--- config.mk ---
export PLATFORM = sky130hd
export DESIGN_NAME = sfcmd_top
export DESIGN_NICKNAME = d
export VERILOG_FILES = /design/src/design/sfcmd_pkg.sv /design/src/design/sfcmd_sync.sv /design/src/design/sfcmd_shift.sv /design/src/design/sfcmd_top.sv
export VERILOG_INCLUDE_DIRS = /design/src /design/src/design
export SDC_FILE = /design/constraint.sdc
export NUM_CORES = 1
export LEC_CHECK = 0
export ABC_CLOCK_PERIOD_IN_PS = 3550
export BUFFER_PORTS_ARGS = -buffer_cell sky130_fd_sc_hd__buf_2
export CORE_AREA = 2 2 99 101
export DETAILED_ROUTE_END_ITERATION = 7
export DIE_AREA = 0 0 101 103
export GPL_ROUTABILITY_DRIVEN = 0
export PLACE_DENSITY = 0.89
export SYNTH_ARGS = -nofsm -noshare
export SYNTH_HDL_FRONTEND = slang
export SYNTH_SLANG_ARGS = --single-unit
--- constraint.sdc ---
create_clock -name core_clk -period 3.55 [get_ports core_clk]
set_input_delay 0.355 -clock core_clk [delete_from_list [all_inputs] [get_ports core_clk]]
set_output_delay 0.355 -clock core_clk [all_outputs]
set_load 0.01 [all_outputs]
--- src/design/sfcmd_regs.svh ---
/*
  Opcode values, byte counts and reset values for the setting, identity and
  reset command decoder. Assumes inclusion by bare name from design files.
*/
`ifndef SFCMD_REGS_SVH
`define SFCMD_REGS_SVH

`define SFCMD_OP_NOP        8'h00
`define SFCMD_OP_WSTAT      8'h01
`define SFCMD_OP_LCLR       8'h04
`define SFCMD_OP_RSTAT      8'h05
`define SFCMD_OP_LSET       8'h06
`define SFCMD_OP_RCFG       8'h15
`define SFCMD_OP_RSEC       8'h2b
`define SFCMD_OP_LOCK       8'h2f
`define SFCMD_OP_RESUME_B   8'h30
`define SFCMD_OP_FACT       8'h41
`define SFCMD_OP_RFSTAT     8'h44
`define SFCMD_OP_RSTARM     8'h66
`define SFCMD_OP_SUSP_A     8'h75
`define SFCMD_OP_RESUME_A   8'h7a
`define SFCMD_OP_MDID       8'h90
`define SFCMD_OP_RST        8'h99
`define SFCMD_OP_JID        8'h9f
`define SFCMD_OP_LEGACY     8'hab
`define SFCMD_OP_SUSP_B     8'hb0
`define SFCMD_OP_OTPIN      8'hb1
`define SFCMD_OP_SLEEP      8'hb9
`define SFCMD_OP_WRAP       8'hc0
`define SFCMD_OP_OTPOUT     8'hc1

`define SFCMD_SEL_MAKER     8'h00
`define SFCMD_SEL_DEVICE    8'h01

`define SFCMD_BYTE2         3'h1
`define SFCMD_BYTE3         3'h2
`define SFCMD_BYTE4         3'h3
`define SFCMD_BIT_LAST      3'h7
`define SFCMD_LOCK_BIT      1

`define SFCMD_STAT_RST      8'h00
`define SFCMD_CFG_RST       8'h00
`define SFCMD_WRAP_RST      8'h10
`define SFCMD_SEC_RST       8'h00

`endif

--- src/design/sfcmd_pkg.sv ---
/*
  Types shared by the command decoder files.
  Assumes nothing of its surroundings.
*/
package sfcmd_pkg;
  typedef logic [7:0] sfcmd_byte_t;
  typedef enum logic [2:0] {
    SFCMD_SRC_STAT, SFCMD_SRC_CFG, SFCMD_SRC_FSTAT, SFCMD_SRC_SEC,
    SFCMD_SRC_JID, SFCMD_SRC_LEGACY, SFCMD_SRC_MDID, SFCMD_SRC_NONE
  } sfcmd_src_t;
endpackage : sfcmd_pkg

--- src/design/sfcmd_sync.sv ---
/*
  Two-flop synchroniser for the serial pins.
  Assumes inputs asynchronous to core_clk.
*/
`timescale 1ns/1ps
module sfcmd_sync (
  input  wire logic core_clk,
  input  wire logic rst,
  input  wire logic async_in,
  input  wire logic reset_val,
  output logic      sync_out
);
  logic stage1;

  always_ff @(posedge core_clk) begin
    if (rst) begin
      stage1   <= reset_val;
      sync_out <= reset_val;
    end else begin
      stage1   <= async_in;
      sync_out <= stage1;
    end
  end
endmodule : sfcmd_sync

--- src/design/sfcmd_shift.sv ---
/*
  Serial byte receiver: shifts in MSB first on rising clock edges and
  flags each completed byte. Assumes synchronised pin levels and edges.
*/
`timescale 1ns/1ps
module sfcmd_shift
  import sfcmd_pkg::*;
(
  input  wire logic        core_clk,
  input  wire logic        rst,
  input  wire logic        frame,
  input  wire logic        rise,
  input  wire logic        din,
  output sfcmd_pkg::sfcmd_byte_t rx_byte,
  output logic             byte_done
);
  `include "sfcmd_regs.svh"
  logic [2:0] bit_cnt;
  logic [6:0] partial;

  always_ff @(posedge core_clk) begin
    if (rst || !frame) begin
      bit_cnt   <= 3'h0;
      partial   <= 7'h00;
      byte_done <= 1'b0;
      rx_byte   <= 8'h00;
    end else begin
      byte_done <= 1'b0;
      if (rise) begin
        bit_cnt <= bit_cnt + 3'h1;
        partial <= {partial[5:0], din};
        if (bit_cnt == `SFCMD_BIT_LAST) begin
          rx_byte   <= {partial, din};
          byte_done <= 1'b1;
        end
      end
    end
  end
endmodule : sfcmd_shift

--- src/design/sfcmd_top.sv ---
/*
  Command decoder for register-setting, identification and reset opcodes
  of a serial NOR flash. Assumes SPI mode 0 host, sclk much slower than
  core_clk (at least four core cycles per half period).
*/
// Functional notes
// Opcode 06h sets the write-enable latch; no further bytes.
// Opcode 04h clears the write-enable latch; no further bytes.
// Opcode 41h enters factory mode to speed later erases.
// Opcode 05h shifts the status register out.
// Opcode 15h shifts configuration one then configuration two out.
// Opcode 01h takes up to three bytes as new status and configuration.
// Opcodes 75h or B0h suspend a running program or erase.
// Opcodes 7Ah or 30h resume the suspended program or erase.
// Opcode B9h alone enters deep power-down.
// Opcode C0h takes one byte setting burst wrap length.
// Opcode 44h shifts the factory status register out.
// Opcode 9Fh outputs maker byte then two device bytes.
// Opcode ABh takes three dummy bytes then outputs the device byte.
// Opcode 90h takes two dummies and a selector, then outputs codes.
// Selector 00h gives maker first; 01h gives device first.
// Opcode B1h switches array accesses into the secured OTP region.
// Opcode C1h returns array accesses to the normal array.
// Opcode 2Bh shifts the security register out.
// Opcode 2Fh sets the lock-down bit, which never clears again.
// Opcode 00h changes no state; the code still clears reset_armed at the end of a 00h frame.
// Reset 99h acts only directly after reset-arm 66h.
// Host must not send opcodes outside the command set.
// Single-byte commands act only on exactly eight bits then select high.
// Three-byte identification is not decoded while program or erase runs.
// Identity bytes go out MSB first on falling edges, repeating.
// Register write updates only bytes fully received before select rose.
`timescale 1ns/1ps
module sfcmd_top
  import sfcmd_pkg::*;
(
  input  wire logic        core_clk,
  input  wire logic        rst,
  input  wire logic        cs_n,
  input  wire logic        sclk,
  input  wire logic        si,
  output logic             so,
  output logic             so_oe,
  input  wire logic        busy,
  input  sfcmd_pkg::sfcmd_byte_t fact_status,
  input  sfcmd_pkg::sfcmd_byte_t maker_code,
  input  sfcmd_pkg::sfcmd_byte_t dev_code_hi,
  input  sfcmd_pkg::sfcmd_byte_t dev_code_lo,
  input  sfcmd_pkg::sfcmd_byte_t legacy_code,
  output logic             write_enable_latch,
  output logic             factory_mode,
  output logic             suspend_pulse,
  output logic             resume_pulse,
  output logic             deep_sleep,
  output logic             otp_mode,
  output logic             soft_reset_pulse,
  output sfcmd_pkg::sfcmd_byte_t status_reg,
  output sfcmd_pkg::sfcmd_byte_t config1_reg,
  output sfcmd_pkg::sfcmd_byte_t config2_reg,
  output sfcmd_pkg::sfcmd_byte_t wrap_length,
  output sfcmd_pkg::sfcmd_byte_t security_reg
);
  import sfcmd_pkg::*;
  `include "sfcmd_regs.svh"

  // ==========================================================
  // Pin synchronisation and edge detection
  logic cs_n_s;
  logic sclk_s;
  logic si_s;
  logic sclk_d;
  logic frame;
  logic rise;
  logic fall;
  logic frame_d;
  logic frame_end;

  sfcmd_sync u_sync_cs (.core_clk(core_clk), .rst(rst), .async_in(cs_n),
                        .reset_val(1'b1), .sync_out(cs_n_s));
  sfcmd_sync u_sync_ck (.core_clk(core_clk), .rst(rst), .async_in(sclk),
                        .reset_val(1'b0), .sync_out(sclk_s));
  sfcmd_sync u_sync_si (.core_clk(core_clk), .rst(rst), .async_in(si),
                        .reset_val(1'b0), .sync_out(si_s));

  always_ff @(posedge core_clk) begin
    if (rst) begin
      sclk_d  <= 1'b0;
      frame_d <= 1'b0;
    end else begin
      sclk_d  <= sclk_s;
      frame_d <= frame;
    end
  end

  assign frame     = !cs_n_s;
  assign rise      = frame && sclk_s && !sclk_d;
  assign fall      = frame && !sclk_s && sclk_d;
  assign frame_end = frame_d && !frame;

  // ==========================================================
  // Byte receiver
  sfcmd_byte_t rx_byte;
  logic        byte_done;

  sfcmd_shift u_shift (.core_clk(core_clk), .rst(rst), .frame(frame), .rise(rise),
                       .din(si_s), .rx_byte(rx_byte), .byte_done(byte_done));

  // ==========================================================
  // Frame bookkeeping
  sfcmd_byte_t opcode;
  logic [2:0]  byte_cnt;
  logic        extra_bits;
  logic        have_op;
  sfcmd_byte_t selector;
  logic        reset_armed;

  always_ff @(posedge core_clk) begin
    if (rst || !frame) begin
      byte_cnt   <= 3'h0;
      have_op    <= 1'b0;
      opcode     <= `SFCMD_OP_NOP;
      selector   <= `SFCMD_SEL_MAKER;
    end else if (byte_done) begin
      if (!have_op) begin
        opcode  <= rx_byte;
        have_op <= 1'b1;
      end
      if (byte_cnt != 3'h7) begin
        byte_cnt <= byte_cnt + 3'h1;
      end
      if (have_op && opcode == `SFCMD_OP_MDID && byte_cnt == `SFCMD_BYTE4) begin
        selector <= rx_byte;
      end
    end
  end

  // Any rising edge past the opcode disqualifies a one-byte command
  always_ff @(posedge core_clk) begin
    if (rst || !frame) begin
      extra_bits <= 1'b0;
    end else if (rise && have_op) begin
      extra_bits <= 1'b1;
    end
  end

  logic single_ok;
  assign single_ok = frame_end && have_op && !extra_bits && byte_cnt == 3'h1;

  // ==========================================================
  // One-byte setting commands, acted on at select rising
  logic soft_reset_cmd;
  assign soft_reset_cmd = single_ok && opcode == `SFCMD_OP_RST && reset_armed;

  always_ff @(posedge core_clk) begin
    if (rst) begin
      write_enable_latch <= 1'b0;
    end else if (single_ok && opcode == `SFCMD_OP_LSET) begin
      write_enable_latch <= 1'b1;
    end else if (single_ok && (opcode == `SFCMD_OP_LCLR || soft_reset_cmd)) begin
      write_enable_latch <= 1'b0;
    end
  end

  // Arm survives only until the very next complete command frame
  always_ff @(posedge core_clk) begin
    if (rst) begin
      reset_armed <= 1'b0;
    end else if (frame_end && have_op) begin
      reset_armed <= single_ok && opcode == `SFCMD_OP_RSTARM;
    end
  end

  always_ff @(posedge core_clk) begin
    if (rst || soft_reset_cmd) begin
      factory_mode <= 1'b0;
      deep_sleep   <= 1'b0;
      otp_mode     <= 1'b0;
    end else if (single_ok) begin
      case (opcode)
        `SFCMD_OP_FACT:   factory_mode <= 1'b1;
        `SFCMD_OP_SLEEP:  deep_sleep   <= 1'b1;
        `SFCMD_OP_OTPIN:  otp_mode     <= 1'b1;
        `SFCMD_OP_OTPOUT: otp_mode     <= 1'b0;
        default:          ;
      endcase
    end
  end

  always_ff @(posedge core_clk) begin
    if (rst) begin
      suspend_pulse    <= 1'b0;
      resume_pulse     <= 1'b0;
      soft_reset_pulse <= 1'b0;
    end else begin
      suspend_pulse <= single_ok && (opcode == `SFCMD_OP_SUSP_A ||
                                     opcode == `SFCMD_OP_SUSP_B);
      resume_pulse  <= single_ok && (opcode == `SFCMD_OP_RESUME_A ||
                                     opcode == `SFCMD_OP_RESUME_B);
      soft_reset_pulse <= soft_reset_cmd;
    end
  end

  // ==========================================================
  // Written registers: each data byte lands only when complete
  logic data_byte;
  assign data_byte = byte_done && have_op;

  always_ff @(posedge core_clk) begin
    if (rst) begin
      status_reg  <= `SFCMD_STAT_RST;
      config1_reg <= `SFCMD_CFG_RST;
      config2_reg <= `SFCMD_CFG_RST;
    end else if (data_byte && opcode == `SFCMD_OP_WSTAT) begin
      case (byte_cnt)
        `SFCMD_BYTE2: status_reg  <= rx_byte;
        `SFCMD_BYTE3: config1_reg <= rx_byte;
        `SFCMD_BYTE4: config2_reg <= rx_byte;
        default:      ;
      endcase
    end
  end

  always_ff @(posedge core_clk) begin
    if (rst) begin
      wrap_length <= `SFCMD_WRAP_RST;
    end else if (data_byte && opcode == `SFCMD_OP_WRAP && byte_cnt == `SFCMD_BYTE2) begin
      wrap_length <= rx_byte;
    end
  end

  // Lock-down bit is sticky: only rst clears it
  always_ff @(posedge core_clk) begin
    if (rst) begin
      security_reg <= `SFCMD_SEC_RST;
    end else if (single_ok && opcode == `SFCMD_OP_LOCK) begin
      security_reg[`SFCMD_LOCK_BIT] <= 1'b1;
    end
  end

  // ==========================================================
  // Read-out source selection
  sfcmd_src_t src;
  logic       out_start;
  logic [1:0] out_idx;
  logic       read_live;

  always_comb begin
    src = SFCMD_SRC_NONE;
    case (opcode)
      `SFCMD_OP_RSTAT:  src = SFCMD_SRC_STAT;
      `SFCMD_OP_RCFG:   src = SFCMD_SRC_CFG;
      `SFCMD_OP_RFSTAT: src = SFCMD_SRC_FSTAT;
      `SFCMD_OP_RSEC:   src = SFCMD_SRC_SEC;
      `SFCMD_OP_JID:    src = busy ? SFCMD_SRC_NONE : SFCMD_SRC_JID;
      `SFCMD_OP_LEGACY: src = SFCMD_SRC_LEGACY;
      `SFCMD_OP_MDID:   src = SFCMD_SRC_MDID;
      default:          src = SFCMD_SRC_NONE;
    endcase
  end

  // Data phase starts after the opcode, or after the dummy and selector bytes
  always_comb begin
    case (src)
      SFCMD_SRC_LEGACY: out_start = byte_cnt > `SFCMD_BYTE4;
      SFCMD_SRC_MDID:   out_start = byte_cnt > `SFCMD_BYTE4;
      SFCMD_SRC_NONE:   out_start = 1'b0;
      default:          out_start = have_op;
    endcase
  end

  function automatic sfcmd_byte_t pick(input sfcmd_src_t s, input logic [1:0] i,
                                       input logic dev_first);
    logic alt;
    alt = i[0] ^ dev_first;
    case (s)
      SFCMD_SRC_STAT:   pick = status_reg;
      SFCMD_SRC_CFG:    pick = i[0] ? config2_reg : config1_reg;
      SFCMD_SRC_FSTAT:  pick = fact_status;
      SFCMD_SRC_SEC:    pick = security_reg;
      SFCMD_SRC_JID:    pick = (i == 2'h0) ? maker_code :
                               (i == 2'h1) ? dev_code_hi : dev_code_lo;
      SFCMD_SRC_LEGACY: pick = legacy_code;
      SFCMD_SRC_MDID:   pick = alt ? legacy_code : maker_code;
      default:          pick = 8'h00;
    endcase
  endfunction : pick

  // ==========================================================
  // Output shifter: loads on the falling edge that ends each byte
  logic [2:0]  obit;
  sfcmd_byte_t oshift;
  logic        dev_first;
  logic [1:0]  next_idx;

  assign dev_first = selector == `SFCMD_SEL_DEVICE;

  always_comb begin
    if (src == SFCMD_SRC_JID) begin
      next_idx = (out_idx == 2'h2) ? 2'h0 : out_idx + 2'h1;
    end else begin
      next_idx = out_idx + 2'h1;
    end
  end

  // Byte for the next boundary, picked once so its bits can be split
  sfcmd_byte_t load_byte;
  logic [1:0]  load_idx;

  assign load_idx  = read_live ? next_idx : 2'h0;
  assign load_byte = pick(src, load_idx, dev_first);

  always_ff @(posedge core_clk) begin
    if (rst || !frame) begin
      read_live <= 1'b0;
      obit      <= 3'h0;
      out_idx   <= 2'h0;
      oshift    <= 8'h00;
      so        <= 1'b0;
    end else if (fall && out_start) begin
      if (!read_live || obit == 3'h0) begin
        oshift    <= {load_byte[6:0], 1'b0};
        so        <= load_byte[7];
        out_idx   <= load_idx;
        read_live <= 1'b1;
        obit      <= `SFCMD_BIT_LAST;
      end else begin
        so     <= oshift[7];
        oshift <= {oshift[6:0], 1'b0};
        obit   <= obit - 3'h1;
      end
    end
  end

  assign so_oe = read_live && frame;
endmodule : sfcmd_top

Yosys cells after proc, flatten, opt, wreduce, memory -nomap -nowiden
Cells that the tools add are included.
{ "word_totals": {"register_bits": 104, "inputBits": 46, "wordCells": 152} }
{ "op_classes": {"n_addsub": 4, "n_lt_le_gt_ge": 1, "bitwise_logic": 3, "mux": 18, "n_eq_ne": 37, "reduce_logical": 54} }
{ "op_table": {"columns": ["cell", "count"], "rows": [
  ["$eq A8 B8 Y1 const B", 9],
  ["$pmux W8 S7", 1],
  ["$eq A8 B7 Y1 const B", 5],
  ["$mux W8", 5],
  ["$logic_and A1 B1 Y1", 25],
  ["$eq A8 B3 Y1 const B", 3],
  ["$eq A8 B6 Y1 const B", 3],
  ["$reduce_and A2 Y1", 11],
  ["$pmux W3 S7", 1],
  ["$eq A8 B1 Y1 const B", 2],
  ["$eq A3 B3 Y1 const B", 5],
  ["$eq A3 B2 Y1 const B", 4],
  ["$eq A8 B5 Y1 const B", 1],
  ["$mux W2", 4],
  ["$add A3 B1 Y3 const B", 2],
  ["$eq A3 B1 Y1 const B", 2],
  ["$logic_not A3 Y1", 2],
  ["$logic_or A1 B1 Y1", 6],
  ["$logic_not A1 Y1", 5],
  ["$mux W1", 4],
  ["$pmux W1 S2", 2],
  ["$reduce_bool A2 Y1", 2],
  ["$reduce_or A2 Y1", 2],
  ["$gt A3 B2 Y1 const B", 1],
  ["other kinds (9)", 10]
]} }

Longest topological paths before layout
Gate-level depths: netlist (run 1).
{ "logic_depth": {"ltp_word": 10, "ltp_mapped": 10, "mapped_depth_nobuf": 9} }

Modules after synthesis
A second synthesis (run 1) with hierarchy kept.
{ "hier_totals": {"cells_unflattened": 565, "area_unflattened_um2": 5295.1} }
{ "modules_own_cells": {"columns": ["mod", "area_per_inst_um2", "seq_area_each_um2", "instances", "cells_each"], "rows": [
  ["sfcmd_top", 4311.6, 1561.5, 1, 478],
  ["sfcmd_shift", 795.8, 380.4, 1, 75],
  ["sfcmd_sync", 62.6, 40.0, 3, 4]
]} }

Worst setup path before layout (run 1)
Ideal clock, no wire load.
{ "synth_path": {"path_kind": "reg-to-reg", "from": "reg opcode[0]", "to": "reg oshift[1]", "t_arrival_ps": 2461, "setup_time_ps": 79, "slack_ps": 1009, "path_stages_with_launch": 9, "synth_period_minus_slack_ps": 2541, "cell_sequence": "dfxtp_1 > buf_2 > and4b_1 > and3_4 > or4_4 > o31ai_4 > xor2_4 > mux2_1 > o211ai_1"} }
{ "synth_between": {"elab_chain_cells": 10} }
{ "synth_rtl": {"columns": ["element", "line_no", "text"], "rows": [
  ["start: declaration", "sfcmd_top.sv:110", "sfcmd_byte_t opcode;"],
  ["start signal: assignment", "sfcmd_top.sv:121", "opcode <= `SFCMD_OP_NOP;"],
  ["start signal: assignment", "sfcmd_top.sv:125", "opcode <= rx_byte;"],
  ["$eq A8 B8 Y1 (tied with other cells)", "sfcmd_top.sv:249", "case (opcode)"],
  ["$pmux W3 S7 *", "sfcmd_top.sv:249", null],
  ["$eq A3 B3 Y1", "sfcmd_top.sv:275, sfcmd_top.sv:298", null],
  ["$mux W2", "sfcmd_top.sv:298", "if (src == SFCMD_SRC_JID) begin"],
  ["$mux W2", "sfcmd_top.sv:309", "assign load_idx = read_live ? next_idx : 2'h0;"],
  ["$eq A2 B1 Y1", "sfcmd_top.sv:281", "(i == 2'h1) ? dev_code_hi : dev_code_lo;"],
  ["$mux W8", "sfcmd_top.sv:281", null],
  ["$mux W8", "sfcmd_top.sv:280", "SFCMD_SRC_JID: pick = (i == 2'h0) ? maker_code :"],
  ["$pmux W8 S7", "sfcmd_top.sv:275", "case (s)"],
  ["$mux W8", "sfcmd_top.sv:320", "if (!read_live || obit == 3'h0) begin"],
  ["end signal: assignment", "sfcmd_top.sv:321", "oshift <= {load_byte[6:0], 1'b0};"],
  ["end signal: assignment", "sfcmd_top.sv:328", "oshift <= {oshift[6:0], 1'b0};"],
  ["end: declaration", "sfcmd_top.sv:291", "sfcmd_byte_t oshift;"]
]} }
Mark *: on every way between the ends. The rest lies on a longest branch, timed or not.
A chain may end at the register's enable or synchronous reset.

Final worst setup path (run 1)
{ "layout_path": {"from": "reg opcode[2]", "to": "reg oshift[1]"} }
The elaborated chain is that of the path after synthesis.

==> reports/qor.txt, run 1 <==
result of the run - completed
share of layout cells above drive strength 1 - 18.6%
number of search-and-repair iterations in the first detailed-routing pass - 6
synth warn - 0
overall die width - 101 um
terminus of the critical flop-to-flop path - oshift[1]
initial antenna violation count - 0
hold endpoint - u_sync_cs.stage1
number of global-route vias before repair - 4314
internal reg-to-reg setup slack - 0.35 ns
element type at the critical path start - flip-flop
Iteration-0 DRC Markers - 449
clock group share of total power - 36.4%
post-route minimum period - 3.20 ns
post-synthesis cell type count - 61
Psw - 0.472 mW
per-cell via count in the routed design - 6.07
Antenna diodes - 0
number of nets at the end of the flow - 712
worst hold-check path type - in2reg
Die Y - 103 um
routed wire length - 13.7 mm
ANT nets after route - 0
Cell Int Power - 1.45 mW
final core utilization - 59.8%
grt total ovfl - 0
required arrival time at the worst endpoint - 3.80 ns
final routed DRC violation total - 0
Die Footprint - 10400 um2
setup TNS after final layout - 0 ns
half-perimeter wire length after detailed placement - 9.54 mm
largest net degree at the start of global routing - 47
worst reg2reg path depth - 7
clock root cell - sky130_fd_sc_hd__clkbuf_8
number of enable flip-flop cells after synthesis - 0
Fin Clk Skew - 0.0126 ns
post-synthesis async set-or-reset flop share - 0%
number of setup violations in the final report - 0
critical path class - reg2reg
Core Rows - 36
DR WL/cell - 17.7 um
part of the total power dissipated in sequential elements - 60.4%
CP arrival - 3.44 ns
setup slack after placement - 0.374 ns
achievable clock frequency - 313 MHz
effective utilization at floorplan - 53.5%
number of instances in the synthesized netlist - 592
clock-pin slew of the registers on the worst-case setup and hold paths - 0.11 ns
final instance count without filler cells - 775
final count of hold timing violations - 0
highest cell delay on the worst timing path - 0.61 ns
Mapped Area - 5060 um2
crit path setup slack, layout - 0.355 ns
number of port buffers - 87
Comb pwr share - 3.2%
top flip-flop cell by instance count after synthesis - sky130_fd_sc_hd__dfxtp_1
number of vias in the routed layout - 4704
final count of pins violating max slew - 0
worst-path cell chain - nor4b_1 > and4b_1 > nor4_2 > a211oi_2 > nor2_2 > nand3_1 > o211ai_1
register area share after synthesis - 40.8%
all-layer global routing usage - 25.8%
mean instance size in the synthesized netlist - 8.54 um2
Core Region - 9460 um2
insertion delay of the later-clocked pin in the worst-skew pair - 0.37 ns
placed instance count - 760
hold path startpoint - cs_n
Seq cells post-synth - 103
Static Leakage - 2.30 nW
startpoint of the most critical register-to-register path - opcode[2]
maximum clock path buffer count - 2
Max-cap violations - 0
I/O pin total - 95
power per cell area - 339 nW/um2
share of the cycle needed by the critical path after routing - 90.0%
wire length of the first global-routing pass - 21.2 mm
number of sinks on the clock net - 103
layout overhead on the synthesized area - 11.9%
TritonCTS clock tree - yes
Hold Path Stages - 2
top fanout value on the critical path - 13
total CTS buffers - 9
switching power share of the total - 24.6%
Relative slew margins - 36.1%
cell type of the slowest stage on the worst timing path - sky130_fd_sc_hd__dfxtp_1
Worst IR Drop VDD - 232 uV
RSZ-0062 raised after global routing - no
measured slew at the worst slew-check pin - 0.955 ns
depth of the CTS H-tree - 3
capturing element type of the critical path - flip-flop
==> layout make-up <==
cell class                      count  area [um2]
Clock buffer                        9         124
Clock inverter                      6        55.1
Fill cell                         796        3800
Inverter                            9        33.8
Multi-Input combinational cell    444        2790
Sequential cell                   103        2060
Tap cell                          114         143
Timing Repair Buffer               90         458
==> what timing repair did <==
action,CTS,global route
setup endpoints to repair,0,6
hold endpoints to repair,0,0
buffers inserted,0,0
hold buffers,0,0
gates resized for setup,0,1
==> per-stage QoR <==
stage                     hold slack, ns  total power [mW]  cell area, um2
after floorplan                    0.389              1.22            5080
after global placement             0.395              1.25            5480
after detailed placement           0.399              1.25            5480
after CTS                          0.141              1.92            5660
after global routing               0.146              1.98            5660
final                              0.149              1.92            5660
==> cell families after synthesis <==
family                     Yosys count  share of synthesized area (%)
AOI/OAI and AO/OA                  107                           14.4
xor gates and xnor gates             3                          0.891
and+or+nand+nor                    253                           23.9
DFF                                103                           40.8
adders and majority gates            9                           2.23
buffers and inverters               51                           4.67
muxes                               65                           13.1
other                                1                         0.0741
==> worst max-delay path, delay by kind of cell (launching register included) <==
family	cells	cell delay, ns
AND/OR/NAND/NOR	5	1.75
AO/OA/AOI/OAI	2	0.71
flip-flops	1	0.61
==> power by group through the flow <==
stage / combinational [mW] / sequential, mW / clock (mW)
finish: 0.0616 / 1.16 / 0.698
global route: 0.0677 / 1.16 / 0.747
CTS: 0.0607 / 1.16 / 0.703
detailed placement: 0.0603 / 1.19 / 0
global placement: 0.0597 / 1.19 / 0
floorplan: 0.0331 / 1.19 / 0
==> worst max-delay path by stage <==
stage	cells past startpoint	slack, ns	endpoint	from
CTS	7	0.31	oshift[1]	opcode[2]
global route	7	0.17	oshift[7]	opcode[2]
detailed placement	7	0.37	oshift[1]	opcode[2]
finish	7	0.35	oshift[1]	opcode[2]
floorplan	8	1.01	oshift[1]	opcode[0]
global placement	7	0.58	oshift[1]	opcode[2]
==> synth_stat cells, drive strengths merged (3+ instances only) <==
cell,count,area [um2]
nand2b,8,50.1
nand2,84,315
nor2,83,312
o211ai,12,95.1
a22o,4,35.0
inv,9,33.8
mux2,8,90.1
nor3b,3,22.5
dfxtp,103,2060
nor3,11,55.1
a22oi,7,52.6
a31oi,4,25.0
clkbuf,21,78.8
nand3,7,35.0
o21ai,17,85.1
nand4,7,43.8
nor4b,4,35.0
mux2i,57,571
ha,9,113
a21oi,30,150
or2,5,31.3
nor2b,16,100
a32oi,3,26.3
a211oi,4,35.0
o22ai,3,18.8
and2,5,31.3
and4b,3,30.0
a21boi,6,45.0
buf,21,124
nor4,6,50.0
a221oi,4,35.0
==> placed cells by master, fill, tap and decap left out, drive strengths merged, types with 3 or more instances in the layout <==
| master | synthesis | layout |
|---|---|---|
| nor4 | 6 | 6 |
| o21ai | 17 | 17 |
| o211ai | 12 | 12 |
| a21oi | 30 | 30 |
| nand2b | 8 | 8 |
| a22o | 4 | 4 |
| nand2 | 84 | 84 |
| a221oi | 4 | 4 |
| a21boi | 6 | 6 |
| or2 | 5 | 5 |
| conb | 1 | 7 |
| nor2b | 16 | 16 |
| mux2 | 8 | 8 |
| clkbuf | 21 | 9 |
| nor3b | 3 | 3 |
| inv | 9 | 12 |
| nand4 | 7 | 7 |
| buf | 21 | 90 |
| dfxtp | 103 | 103 |
| a31oi | 4 | 4 |
| a32oi | 3 | 3 |
| a22oi | 7 | 7 |
| nand3 | 7 | 7 |
| nor4b | 4 | 4 |
| a211oi | 4 | 4 |
| o22ai | 3 | 3 |
| and4b | 3 | 3 |
| nor2 | 83 | 83 |
| ha | 9 | 9 |
| and2 | 5 | 5 |
| nor3 | 11 | 11 |
| mux2i | 57 | 57 |
==> layer usage <==
| layer | vias to the layer above | track usage, % | part of all wire (%) | routed length (um) |
|---|---|---|---|---|
| met2 | 275 | 44.7 | 49 | 6700 |
| met4 | 0 | 9.25 | 2.3 | 309 |
| met5 | - | 0 | 0 | 0 |
| met1 | 2207 | 32.3 | 39 | 5400 |
| met3 | 38 | 4.75 | 9.4 | 1280 |
| li1 | 2184 | - | - | - |
(Power assumes the default switching activity.)
==> run 2: changes to the inputs <==
--- a/config.mk
+++ b/config.mk
@@ -8,11 +8,13 @@
 export LEC_CHECK = 0
 export ABC_CLOCK_PERIOD_IN_PS = 3550
 export BUFFER_PORTS_ARGS = -buffer_cell sky130_fd_sc_hd__buf_2
-export CORE_AREA = 2 2 99 101
+export CORE_AREA = 2 2 97 99
+export CTS_BUF_LIST = sky130_fd_sc_hd__clkbuf_2 sky130_fd_sc_hd__clkbuf_4 sky130_fd_sc_hd__clkbuf_8
+export CTS_CLUSTER_SIZE = 40
 export DETAILED_ROUTE_END_ITERATION = 7
-export DIE_AREA = 0 0 101 103
+export DIE_AREA = 0 0 99 101
 export GPL_ROUTABILITY_DRIVEN = 0
-export PLACE_DENSITY = 0.89
+export PLACE_DENSITY = 0.92
 export SYNTH_ARGS = -nofsm -noshare
 export SYNTH_HDL_FRONTEND = slang
 export SYNTH_SLANG_ARGS = --single-unit
==> run 2 against run 1 <==
Core utilization grew 3.4 points. Register-to-register slack hardly changed. Critical endpoint is now oshift[3]. Setup slack improved by 0.0035 ns. Non-clock buffer count rose by 1. Sequential power about the same. Clock skew fell by 0.00065 ns. Clock-buffer cell count grew 1. Die area is 3.9% lower. Combinational power is 2% higher.
==> reports/qor.txt, run 2 (synthesis gave the netlist of run 1 again) <==
Max-cap violations - 0 (unchanged)
worst hold-check path type - in2reg
ANT nets after route - 0 (unchanged)
Iteration-0 DRC Markers - 469 (+4.5%)
total CTS buffers - 9 (unchanged)
Die Footprint - 10000 um2 (-3.9%)
global-route track usage on met2 - 45.8% (+1.2 points)
top fanout value on the critical path - 13 (unchanged)
capturing element type of the critical path - flip-flop
met3 demand-to-capacity share in global routing - 5.96% (+1.2 points)
met1 track demand over resource - 35.1% (+2.9 points)
number of search-and-repair iterations in the first detailed-routing pass - 7 (+1)
achievable clock frequency - 313 MHz (+0.11%)
TritonCTS clock tree - yes
number of global-route vias before repair - 4380 (+1.5%)
share of layout cells above drive strength 1 - 19.0% (+0.40 points)
final routed DRC violation total - 0 (unchanged)
smallest hold slack - 0.147 ns (-0.00212 ns)
Fin Clk Skew - 0.0120 ns (-0.000646 ns)
final count of pins violating max slew - 0 (unchanged)
clock-pin slew of the registers on the worst-case setup and hold paths - 0.11 ns (about the same)
final instance count without filler cells - 774 (-0.13%)
clock root cell - sky130_fd_sc_hd__clkbuf_8
routed wire length - 13.8 mm (+1.1%)
required arrival time at the worst endpoint - 3.81 ns (about the same)
post-route minimum period - 3.19 ns (-0.00350 ns)
number of vias in the routed layout - 4785 (+1.7%)
power per cell area - 342 nW/um2 (+0.85%)
maximum clock path buffer count - 2 (unchanged)
critical path class - reg2reg
busiest layer in global routing - met2
total design power - 1.94 mW (+1.2%)
number of setup violations in the final report - 0 (unchanged)
worst reg2reg path depth - 7 (unchanged)
share of the cycle needed by the critical path after routing - 89.9% (-0.099 points)
initial antenna violation count - 0 (unchanged)
setup TNS after final layout - 0 ns (unchanged)
cell type of the slowest stage on the worst timing path - sky130_fd_sc_hd__dfxtp_1
I/O pin total - 95 (unchanged)
Static Leakage - 2.32 nW (+0.77%)
CP arrival - 3.46 ns (+0.02 ns)
placed instance count - 758 (-0.26%)
highest cell delay on the worst timing path - 0.59 ns (-0.02 ns)
layout overhead on the synthesized area - 12.2%
most frequent standard cell in the layout excluding fill and tap cells - sky130_fd_sc_hd__dfxtp_1
all-layer global routing usage - 27.5% (+1.7 points)
highest-count cells in the layout ignoring fill and taps - sky130_fd_sc_hd__dfxtp_1 (103), sky130_fd_sc_hd__buf_2 (87), sky130_fd_sc_hd__nand2_1 (84), sky130_fd_sc_hd__nor2_1 (82), sky130_fd_sc_hd__mux2i_1 (57)
element type at the critical path start - flip-flop
Worst IR Drop VDD - 429 uV (+85%)
half-perimeter wire length after detailed placement - 9.83 mm (+3.0%)
insertion delay of the later-clocked pin in the worst-skew pair - 0.39 ns (+0.02 ns)
measured slew at the worst slew-check pin - 0.933 ns (-0.0225 ns)
Die Y - 101 um (-1.9%)
Relative slew margins - 37.6% (+1.5 points)
overall die width - 99 um (-2.0%)
RSZ-0062 raised after global routing - no
worst-path cell chain - nor4b_1 > and4b_1 > nor4_2 > a211oi_2 > nor2_2 > nand3_1 > o211ai_1
depth of the CTS H-tree - 3 (unchanged)
wire length of the first global-routing pass - 21.8 mm (+2.9%)
grt total ovfl - 0 (unchanged)
Core Region - 8980 um2 (-5.1%)
number of sinks on the clock net - 103 (unchanged)
Core Rows - 35 (-2.8%)
number of nets at the end of the flow - 713 (+0.14%)
largest net degree at the start of global routing - 47 (unchanged)
DR WL/cell - 17.9 um (+1.3%)
number of port buffers - 87 (unchanged)
buffer count from post-CTS setup fixing - 0 (unchanged)
per-cell via count in the routed design - 6.18 (+1.9%)
final count of hold timing violations - 0 (unchanged)
Hold Path Stages - 2 (unchanged)
effective utilization at floorplan - 56.3% (+2.9 points)
Antenna diodes - 0 (unchanged)
result of the run - completed
==> run 2: cell count changes in the layout (fill, tap and decap cells not counted), sizes merged <==
cell	previous run	this run
inv	12	13
clkinvlp	2	0
clkinv	1	2
clkbuf	9	10
buf	90	91
==> run 2: final cells by class <==
cell class                      instances  area (um2)
Tap cell                              111         139
Inverter                                9        33.8
Clock buffer                           10         131
Multi-Input combinational cell        444        2790
Sequential cell                       103        2060
Timing Repair Buffer                   91         465
Fill cell                             667        3300
Clock inverter                          6        60.1
==> run 2: where the power goes <==
group | switching [mW] | internal, mW | total (mW)
clock | 0.439 | 0.280 | 0.720
sequential | 0.00242 | 1.16 | 1.16
combinational | 0.0368 | 0.0261 | 0.0629
total | 0.479 | 1.46 | 1.94
==> run 2: metal layers <==
metal	vias up	wire, um
met5	-	0
met4	0	346
met3	43	1190
met2	268	6740
met1	2276	5570
li1	2198	-
==> run 2: what timing repair did <==
action | CTS | global route
gates resized for setup | 0 | 2
endpoints found under the setup margin | 0 | 9
hold buffers | 0 | 0
==> run 2: final timing paths <==
check                         from                 end  slack (ns)
setup reg to reg         opcode[2]           oshift[3]        0.36
hold / removal                cs_n    u_sync_cs.stage1        0.15
setup / recovery         opcode[2]           oshift[3]        0.36
hold reg to reg   u_sync_cs.stage1  u_sync_cs.sync_out        0.42
==> run 2: metrics by stage <==
stage	util, %	area, um2	setup WS (ns)
global placement	61.1	5480	0.371
CTS	63.2	5670	0.125
floorplan	-	5080	1.01
detailed placement	61.1	5480	0.176
finish	63.2	5680	0.358
global route	63.2	5680	0.145
==> run 2: worst max-delay path: cells and delay by family, from the launching register on <==
| family | cells | cell delay (ns) |
|---|---|---|
| compound gates | 2 | 0.72 |
| flops | 1 | 0.59 |
| simple gates | 5 | 1.77 |
